**config.mk**
```make
export PLATFORM = sky130hd
export DESIGN_NAME = station_address_and_mode_control
export DESIGN_NICKNAME = d
export VERILOG_FILES = /design/src/hw/samc_pkg.sv /design/src/hw/mode_if.sv /design/src/hw/mode_decode.sv /design/src/hw/station_address_and_mode_control.sv
export VERILOG_INCLUDE_DIRS = /design/src /design/src/hw
export SDC_FILE = /design/constraint.sdc
export NUM_CORES = 1
export LEC_CHECK = 0
export ABC_AREA = 1
export BUFFER_PORTS_ARGS = -buffer_cell sky130_fd_sc_hd__buf_2
export CORE_MARGIN = 1.5
export CORE_UTILIZATION = 50
export DETAILED_ROUTE_END_ITERATION = 16
export PLACE_DENSITY = 0.77
export SETUP_SLACK_MARGIN = 0.2
export SYNTH_ARGS = -nofsm -noshare
export SYNTH_HDL_FRONTEND = slang
export SYNTH_SLANG_ARGS = --single-unit
export TNS_END_PERCENT = 5
```
**constraint.sdc**
```tcl
create_clock -name ref_clk -period 1.6 [get_ports ref_clk]
set_clock_uncertainty 0.2 [all_clocks]
set_input_delay 0.16 -clock ref_clk [delete_from_list [all_inputs] [get_ports ref_clk]]
set_output_delay 0.16 -clock ref_clk [all_outputs]
set_load 0.01 [all_outputs]
```
**src/hw/station_mode_regs.svh**
```systemverilog
`ifndef STATION_MODE_REGS_SVH
`define STATION_MODE_REGS_SVH

// register indices on the control register port
`define SAMC_IDX_ADDR_MID 7'h0d
`define SAMC_IDX_ADDR_HIGH 7'h0e
`define SAMC_IDX_MODE 7'h0f

// operating mode field positions
`define SAMC_ACCEPT_ALL_BIT 15
`define SAMC_BCAST_DIS_BIT 14
`define SAMC_OWN_MATCH_DIS_BIT 13
`define SAMC_LINK_MON_DIS_BIT 12
`define SAMC_POL_CORR_DIS_BIT 11
`define SAMC_CODEC_LOOP_BIT 10
`define SAMC_THR_IDLE_BIT 9
`define SAMC_PORT_SEL_HI 8
`define SAMC_PORT_SEL_LO 7
`define SAMC_INT_LOOP_BIT 6
`define SAMC_RETRY_DIS_BIT 5
`define SAMC_FORCE_COLL_BIT 4
`define SAMC_LOOP_BIT 2

// reset values; the reset pin clears bits 14, 9, 8-7 and 2
`define SAMC_MODE_RESET 16'h0000
`define SAMC_MODE_PIN_CLEAR 16'h4384
`define SAMC_ADDR_RESET 16'h0000

// transmission attempts
`define SAMC_ATTEMPTS_RETRY 5'h10
`define SAMC_ATTEMPTS_SINGLE 5'h01

// station address length in bits
`define SAMC_ADDR_BITS 48
`define SAMC_ADDR_LAST 6'h2f

`endif

```
**src/hw/samc_pkg.sv**
```systemverilog
package samc_pkg;

  // network port as decoded from the two select bits
  typedef enum logic [1:0] {
    port_aui = 2'b00,
    port_twisted_pair = 2'b01,
    port_serial = 2'b10,
    port_reserved = 2'b11
  } port_t;

  // loopback arrangement
  typedef enum logic [1:0] {
    loop_none = 2'b00,
    loop_external = 2'b01,
    loop_internal_codec = 2'b11,
    loop_internal_no_codec = 2'b10
  } loop_mode_t;

  // station address serializer
  typedef enum logic {
    ser_idle = 1'b0,
    ser_shift = 1'b1
  } ser_state_t;

endpackage : samc_pkg

```
**src/hw/mode_if.sv**
```systemverilog
`timescale 1ns/1ps
`default_nettype none

interface mode_if;
  logic [15:0] mode;
  logic ext_sel_en;
  logic medium_pin;
  samc_pkg::port_t active_port;
  samc_pkg::loop_mode_t loop_mode;
  logic tp_sel;
  logic aui_sel;
  logic force_coll_active;

  modport ctrl (
    output mode, ext_sel_en, medium_pin,
    input active_port, loop_mode, tp_sel, aui_sel, force_coll_active
  );
  modport dec (
    input mode, ext_sel_en, medium_pin,
    output active_port, loop_mode, tp_sel, aui_sel, force_coll_active
  );
endinterface : mode_if

`default_nettype wire

```
**src/hw/mode_decode.sv**
```systemverilog
`timescale 1ns/1ps
`default_nettype none
`include "station_mode_regs.svh"

module mode_decode (
  mode_if.dec m // mode word in, decoded selections out
);
  logic loop_on;
  logic int_loop;
  logic codec_loop;
  samc_pkg::port_t sw_port;

  assign loop_on = m.mode[`SAMC_LOOP_BIT];
  assign int_loop = m.mode[`SAMC_INT_LOOP_BIT];
  assign codec_loop = m.mode[`SAMC_CODEC_LOOP_BIT];
  assign sw_port = samc_pkg::port_t'(
    m.mode[`SAMC_PORT_SEL_HI:`SAMC_PORT_SEL_LO]);

  // port choice; with the override on, pin high picks twisted pair, low picks aui, else the mode bits pick
  always_comb begin
    if (m.ext_sel_en) begin
      m.active_port = m.medium_pin ? samc_pkg::port_twisted_pair
                                   : samc_pkg::port_aui;
    end else begin
      m.active_port = sw_port;
    end
  end

  // reserved code selects neither analog port
  assign m.tp_sel = (m.active_port == samc_pkg::port_twisted_pair);
  assign m.aui_sel = (m.active_port == samc_pkg::port_aui);

  // loopback arrangement from the three loop bits
  always_comb begin
    if (!loop_on) begin
      m.loop_mode = samc_pkg::loop_none;
    end else if (!int_loop) begin
      m.loop_mode = samc_pkg::loop_external;
    end else if (!codec_loop) begin
      m.loop_mode = samc_pkg::loop_internal_codec;
    end else begin
      m.loop_mode = samc_pkg::loop_internal_no_codec;
    end
  end

  // forced collision is only valid under internal loopback
  assign m.force_coll_active = m.mode[`SAMC_FORCE_COLL_BIT] && loop_on
    && int_loop;

endmodule : mode_decode

`default_nettype wire

```
**src/hw/station_address_and_mode_control.sv**
```systemverilog
`timescale 1ns/1ps
`default_nettype none
`include "station_mode_regs.svh"

module station_address_and_mode_control #(
  parameter int IDX_W = 7 // width of the register index
) (
  input wire logic ref_clk, // controller clock, 200 mhz
  input wire logic rst_b, // reset pin, active low
  input wire logic stopped, // controller is in the stopped state
  input wire logic [IDX_W-1:0] csr_index, // register index of access
  input wire logic csr_write, // host write strobe
  input wire logic csr_read, // host read strobe
  input wire logic [15:0] csr_wdata, // host write data
  output logic [15:0] csr_rdata, // registered read data
  output logic csr_rvalid, // read data valid pulse
  output logic csr_hit, // index belongs to this block
  input wire logic init_load, // initialization block load strobe
  input wire logic [15:0] init_addr_mid, // block value, address mid word
  input wire logic [15:0] init_addr_high, // block value, address high word
  input wire logic [15:0] init_mode, // block value, mode word
  input wire logic [15:0] station_address_low, // low word kept elsewhere
  input wire logic ext_medium_select_enable, // configuration bit
  input wire logic medium_select_pin, // jumper pin level
  input wire logic addr_send_start, // begin serializing the address
  input wire logic addr_bit_ready, // link takes one address bit
  output logic addr_bit, // current address bit
  output logic addr_bit_valid, // address bit on addr_bit is valid
  output logic addr_send_done, // last bit taken pulse
  output logic station_address_valid, // both upper words are defined
  output logic [47:0] station_address, // full station address
  output logic accept_all_frames, // promiscuous receive
  output logic broadcast_receive_disable, // ignore broadcasts
  output logic own_address_match_disable, // skip own address match
  output logic link_monitor_enable, // monitor link pulses
  output logic polarity_correction_enable, // auto polarity correction
  output logic low_receive_threshold, // reduced twisted pair threshold
  output logic aui_idle_high, // aui driver rests high at idle
  output samc_pkg::port_t network_port, // active network port
  output samc_pkg::loop_mode_t loopback_mode, // loopback arrangement
  output logic force_collision_active, // collide on each internal loopback attempt
  output logic [4:0] max_attempts, // transmission attempts per frame
  output logic [15:0] operating_mode // raw mode word
);

  // the index must at least reach the highest register
  if (IDX_W < 4) begin : g_idx_check
    $error("IDX_W too narrow for the register indices");
  end

  // address length and the serializer's end count must agree
  if (`SAMC_ADDR_LAST != `SAMC_ADDR_BITS - 1) begin : g_len_check
    $error("serializer end count does not match the address length");
  end

  // a reset value setting a pin-cleared bit would disagree with the reset pin
  if (|(`SAMC_MODE_RESET & `SAMC_MODE_PIN_CLEAR)) begin : g_rst_check
    $error("mode reset value sets a pin-cleared bit");
  end

  // register state
  logic [15:0] station_address_mid_word;
  logic [15:0] station_address_high_word;
  logic [15:0] mode_word;
  logic mid_defined;
  logic high_defined;
  logic [15:0] next_station_address_mid_word;
  logic [15:0] next_station_address_high_word;
  logic [15:0] next_mode_word;
  logic next_mid_defined;
  logic next_high_defined;

  // read path state
  logic [15:0] next_csr_rdata;
  logic next_csr_rvalid;

  // serializer state
  samc_pkg::ser_state_t ser_state;
  samc_pkg::ser_state_t next_ser_state;
  logic [47:0] ser_shift;
  logic [47:0] next_ser_shift;
  logic [5:0] ser_count;
  logic [5:0] next_ser_count;
  logic next_addr_send_done;
  logic last_bit;

  // decoder hookup: mode word and pin override in, port and loop out
  mode_if m ();

  // index decode shared by the read and write paths
  function automatic logic [2:0] decode_index(input logic [IDX_W-1:0] idx);
    logic [2:0] sel;
    // zero means the index belongs to another block
    sel = 3'h0;
    if (idx == IDX_W'(`SAMC_IDX_ADDR_MID)) begin
      sel = 3'h1;
    end else if (idx == IDX_W'(`SAMC_IDX_ADDR_HIGH)) begin
      sel = 3'h2;
    end else if (idx == IDX_W'(`SAMC_IDX_MODE)) begin
      sel = 3'h4;
    end
    return sel;
  endfunction : decode_index

  // register select and the write qualifier
  logic [2:0] sel;
  logic host_wr;

  assign sel = decode_index(csr_index);
  assign csr_hit = (sel != 3'h0);
  // running controller ignores host writes entirely
  assign host_wr = csr_write && stopped && csr_hit;

  // next register values; an init load outranks a host write
  always_comb begin
    next_station_address_mid_word = station_address_mid_word;
    next_station_address_high_word = station_address_high_word;
    next_mode_word = mode_word;
    next_mid_defined = mid_defined;
    next_high_defined = high_defined;
    if (init_load) begin
      next_station_address_mid_word = init_addr_mid;
      next_station_address_high_word = init_addr_high;
      next_mode_word = init_mode;
      next_mid_defined = 1'b1;
      next_high_defined = 1'b1;
      // a colliding host write is dropped, not delayed
    end else if (host_wr) begin
      if (sel[0]) begin
        next_station_address_mid_word = csr_wdata;
        next_mid_defined = 1'b1;
      end
      if (sel[1]) begin
        next_station_address_high_word = csr_wdata;
        next_high_defined = 1'b1;
      end
      if (sel[2]) begin
        next_mode_word = csr_wdata;
      end
    end
  end

  // reset clears every mode bit, the pin-cleared ones among them
  always_ff @(posedge ref_clk or negedge rst_b) begin
    if (!rst_b) begin
      station_address_mid_word <= `SAMC_ADDR_RESET;
      station_address_high_word <= `SAMC_ADDR_RESET;
      mode_word <= `SAMC_MODE_RESET;
      mid_defined <= 1'b0;
      high_defined <= 1'b0;
    end else begin
      station_address_mid_word <= next_station_address_mid_word;
      station_address_high_word <= next_station_address_high_word;
      mode_word <= next_mode_word;
      mid_defined <= next_mid_defined;
      high_defined <= next_high_defined;
    end
  end

  // reads while running or at a foreign index return zero
  always_comb begin
    next_csr_rdata = 16'h0000;
    next_csr_rvalid = csr_read;
    if (csr_read && stopped) begin
      unique case (sel)
        3'h1: next_csr_rdata = station_address_mid_word;
        3'h2: next_csr_rdata = station_address_high_word;
        3'h4: next_csr_rdata = mode_word;
        default: next_csr_rdata = 16'h0000;
      endcase
    end
  end

  // read answer registered so the data comes from flip-flops
  always_ff @(posedge ref_clk or negedge rst_b) begin
    if (!rst_b) begin
      csr_rdata <= 16'h0000;
      csr_rvalid <= 1'b0;
    end else begin
      csr_rdata <= next_csr_rdata;
      csr_rvalid <= next_csr_rvalid;
    end
  end

  // mode decoding lives in its own module
  assign m.mode = mode_word;
  assign m.ext_sel_en = ext_medium_select_enable;
  assign m.medium_pin = medium_select_pin;

  mode_decode u_decode (
    .m(m.dec)
  );

  // static control outputs from the stored mode word; the port also follows the medium pin
  assign operating_mode = mode_word;
  assign network_port = m.active_port;
  assign loopback_mode = m.loop_mode;
  assign force_collision_active = m.force_coll_active;
  assign accept_all_frames = mode_word[`SAMC_ACCEPT_ALL_BIT];
  assign broadcast_receive_disable =
    mode_word[`SAMC_BCAST_DIS_BIT];
  assign own_address_match_disable =
    mode_word[`SAMC_OWN_MATCH_DIS_BIT];

  // bit 9 is one stored bit with two meanings, one per port
  logic thr_idle;
  assign thr_idle = mode_word[`SAMC_THR_IDLE_BIT];

  // port-specific controls are held off on the other ports
  assign link_monitor_enable = m.tp_sel
    && !mode_word[`SAMC_LINK_MON_DIS_BIT];
  assign polarity_correction_enable = m.tp_sel
    && !mode_word[`SAMC_POL_CORR_DIS_BIT];
  assign low_receive_threshold = m.tp_sel
    && thr_idle;
  assign aui_idle_high = m.aui_sel
    && thr_idle;

  // retry count for the transmit engine
  assign max_attempts = mode_word[`SAMC_RETRY_DIS_BIT]
    ? `SAMC_ATTEMPTS_SINGLE : `SAMC_ATTEMPTS_RETRY;

  // full address; the low word is held outside this block
  assign station_address = {station_address_high_word,
                            station_address_mid_word, station_address_low};
  assign station_address_valid = mid_defined && high_defined;

  // end count compared once, outside the next-state logic
  assign last_bit = (ser_count == `SAMC_ADDR_LAST);

  // serializer: loads a snapshot so later writes cannot tear a frame
  always_comb begin
    next_ser_state = ser_state;
    next_ser_shift = ser_shift;
    next_ser_count = ser_count;
    next_addr_send_done = 1'b0;
    unique case (ser_state)
      samc_pkg::ser_idle: begin
        // an undefined address is never sent
        if (addr_send_start && station_address_valid) begin
          next_ser_state = samc_pkg::ser_shift;
          next_ser_shift = station_address;
          next_ser_count = 6'h00;
        end
      end
      samc_pkg::ser_shift: begin
        // a stalled link simply holds the current bit
        if (addr_bit_ready) begin
          next_ser_shift = {1'b0, ser_shift[47:1]};
          next_ser_count = ser_count + 6'h01;
          if (last_bit) begin
            next_ser_state = samc_pkg::ser_idle;
            next_addr_send_done = 1'b1;
          end
        end
      end
    endcase
  end

  // serializer flops; a reset in mid send drops the frame silently
  always_ff @(posedge ref_clk or negedge rst_b) begin
    if (!rst_b) begin
      ser_state <= samc_pkg::ser_idle;
      ser_shift <= 48'h000000000000;
      ser_count <= 6'h00;
      addr_send_done <= 1'b0;
    end else begin
      ser_state <= next_ser_state;
      ser_shift <= next_ser_shift;
      ser_count <= next_ser_count;
      addr_send_done <= next_addr_send_done;
    end
  end

  // bit 0 of the snapshot is always the next to go out
  assign addr_bit = ser_shift[0];
  assign addr_bit_valid = (ser_state == samc_pkg::ser_shift);

endmodule : station_address_and_mode_control

`default_nettype wire

```
==> impl_metrics.yaml <==
outcome:
  status: "finished with violations"
  violations: "negative hold slack, negative setup slack"
floorplan:
  core_um2: 12060
  die_height_um: 114.6
  rows: 40
  initial_core_util_pct: 51.63
  die_area_um2: 13130
  ios: 200
  die_w_um: 114.6
setup_path:
  start_kind: "register"
  path_max_fanout: 3
  crit_arrival_ns: 1.34
  critPathKind: "reg -> out"
  reg2reg_slack_ns: 0
  required_ns: 1.24
  endpoint_kind: "output pin"
pwr:
  ir_drop_mv: 0.8002
  finalPower_mw: 10.18
  p_leak_nw: 4.550
  power.density_nw_per_um2: 1107
routing:
  avgViaCountPerCell: 5.471
  first_pass_iters: 5
  routed_wl_um: 21680
  vias: 6603
  ant_nets: 0
  post-route-drc-count: 0
  wire_per_inst_um: 17.96
  drt-initial-drc-count: 534
finish:
  final_cell_mix: "nand2_1, buf_2, dfrtp_1"
  regArea_um2: 3110
  final_core_util_pct: 76.19
  syn_to_final_growth_pct: 47.58
  final_cell_area_um2: 9190
  antennaDiodeCount: 0
  final_nets: 1127
  multi_input_area_um2: 2908
  drive_gt1_share_pct: 35.90
  num-fill-cells: 807
  final_common_cell: "nand2_1"
clocking:
  numCtsBuffers: 17
  clock_latency_ns: 0.42
  clkTransAtPathRegs_ns: 0.05
  root_buffer: "clkbuf_16"
  cts_max_level: 4
  cts_tree: "done"
  cts.sinks: 123
  cts_hold_buf: 80
  clockBufferDepth: 2
global_route:
  grt_max_degree: 55
  met3_usage_pct: 7.835
  grtUsageMet2_pct: 57.17
  grt_pass1_wl_um: 33610
  global_route.usage.total_pct: 33.93
  grt_pass1_vias: 6445
  gr-total-overflow: 0
  grt.met1_usage_pct: 41.42
  gr-max-usage-layer: "met2"
  antenna_found_initial: 0
placement:
  gp_congestion: 0.9030
  io_buffers: 196
  dp_hpwl_um: 14020
  postPlaceCellArea_um2: 7401
yosys:
  synth.distinct_cells: 38
  syn_area_um2: 6227
  postSynthAreaPerCell_um2: 8.183
  synthCells: 761
  yosys_warnings: 0
  yosysSeqAreaShare_pct: 49.43
  yosys-top-cells-area: "dfrtp_1, nand2_1, nand3_1"
  synth_top_cell_by_area: "dfrtp_1"
  ys_ff_latch: 123
  yosysTopAreaCellShare_pct: 49.43
worst_hold_path:
  hold_class: "in -> reg"
timing:
  fin_ws_ns: -0.09746
  fin_crit_sh_pct: 106.1
  setup_viol: 4
  period_minus_slack_ns: 1.697
  finalMaxSlewViolations: 0
  clock.fmax_mhz: 589.1
  rsz0062_at_grt: "yes"
  final-hold-violation-count: 8
  holdWs_ns: -0.1076
job:
  max_cap_viol_count: 0
layout make-up:
| cell class | instances | share of cell area [%] |
|---|---|---|
| inverter | 47 | 1.947 |
| multi-input combinational | 527 | 31.64 |
| clock inverter | 3 | 0.1634 |
| timing repair buffer | 313 | 24.79 |
| sequential | 123 | 33.85 |
| tap | 168 | 2.287 |
| clock buffer | 26 | 5.323 |
through the flow:
stage	hold slack, ns	setup TNS [ns]	worst slack, ns	instances
2_1_floorplan	-0.3356	0	0.1647	763
3_3_place_gp	-0.08092	0	0.03959	1097
3_5_place_dp	-0.08186	-0.03376	-0.01664	1097
4_1_cts	-0.1205	-0.2338	-0.07306	1207
5_1_grt	-0.1084	-1.279	-0.1459	1207
6_report	-0.1076	-0.3210	-0.09746	1207
what timing repair did:
action / in CTS / in global routing
hold endpoints to repair: 196 / 2
resized for setup: 116 / 28
setup endpoints to repair: 77 / 84
buffers inserted: 1 / 0
pin swaps: 49 / 21
cells in the mapped netlist, drive strengths merged:
master	number
conb	1
nor4	1
buf	56
a31oi	50
nand4	2
nor2	71
inv	47
nand3b	1
nor3	2
o22ai	1
o2111ai	1
or2	1
a21oi	9
nand3	82
ha	1
o211ai	26
clkbuf	10
a21boi	2
dfrtp	123
xor2	1
o21ai	20
nand2	252
a22oi	1
flip-flops by register name, summed over array words and instances (netlist names), 6 cells and up:
name and flops:
csr_rdata 16, operating_mode 16, ser_count 6, ser_shift 48, station_address_high_word 16, station_address_mid_word 16
critical path, stage by stage, from the launching register on:
cell     delay, ns
dfrtp_1       0.36
inv_2         0.06
o21ai_4       0.18
o21ai_4       0.09
nor2_1        0.09
buf_2         0.14
kinds of logic after synthesis:
family	count (synthesis)	synth area share (%)
AOI/OAI and AO/OA	110	11.27
xor gates and xnor gates	1	0.1407
adders and majority gates	1	0.2009
buffers and inverters	113	9.725
DFF	123	49.43
other	1	0.06022
and+or+nand+nor	412	29.17
routing by layer:
| metal | vias to the layer above | wire (µm) | share of wire [%] |
|---|---|---|---|
| li1 | 3025 | - | - |
| met1 | 3041 | 8042 | 37 |
| met2 | 450 | 10520 | 49 |
| met3 | 87 | 2016 | 9.3 |
| met4 | 0 | 1095 | 5.1 |
| met5 | - | 0 | 0 |
final timing paths:
path | endpoint | from | depth (start not counted)
min in group asynchronous | ser_shift[15]$_DFFE_PN0P_ | rst_b | 2
min reg2reg | high_defined$_DFFE_PN0P_ | high_defined$_DFFE_PN0P_ | 1
max in group asynchronous | operating_mode[12]$_DFFE_PN0P_ | rst_b | 3
max reg2reg | ser_shift[22]$_DFFE_PN0P_ | addr_bit_valid$_DFF_PN0_ | 6
min | addr_send_done$_DFF_PN0_ | addr_bit_ready | 3
max | low_receive_threshold | operating_mode[7]$_DFFE_PN0P_ | 5
power breakdown:
group          internal (mW)  switching [mW]
Sequential              3.81           0.727
Clock                   2.06            1.24
Combinational           1.11            1.23
Power figures use the tool's default switching activity.
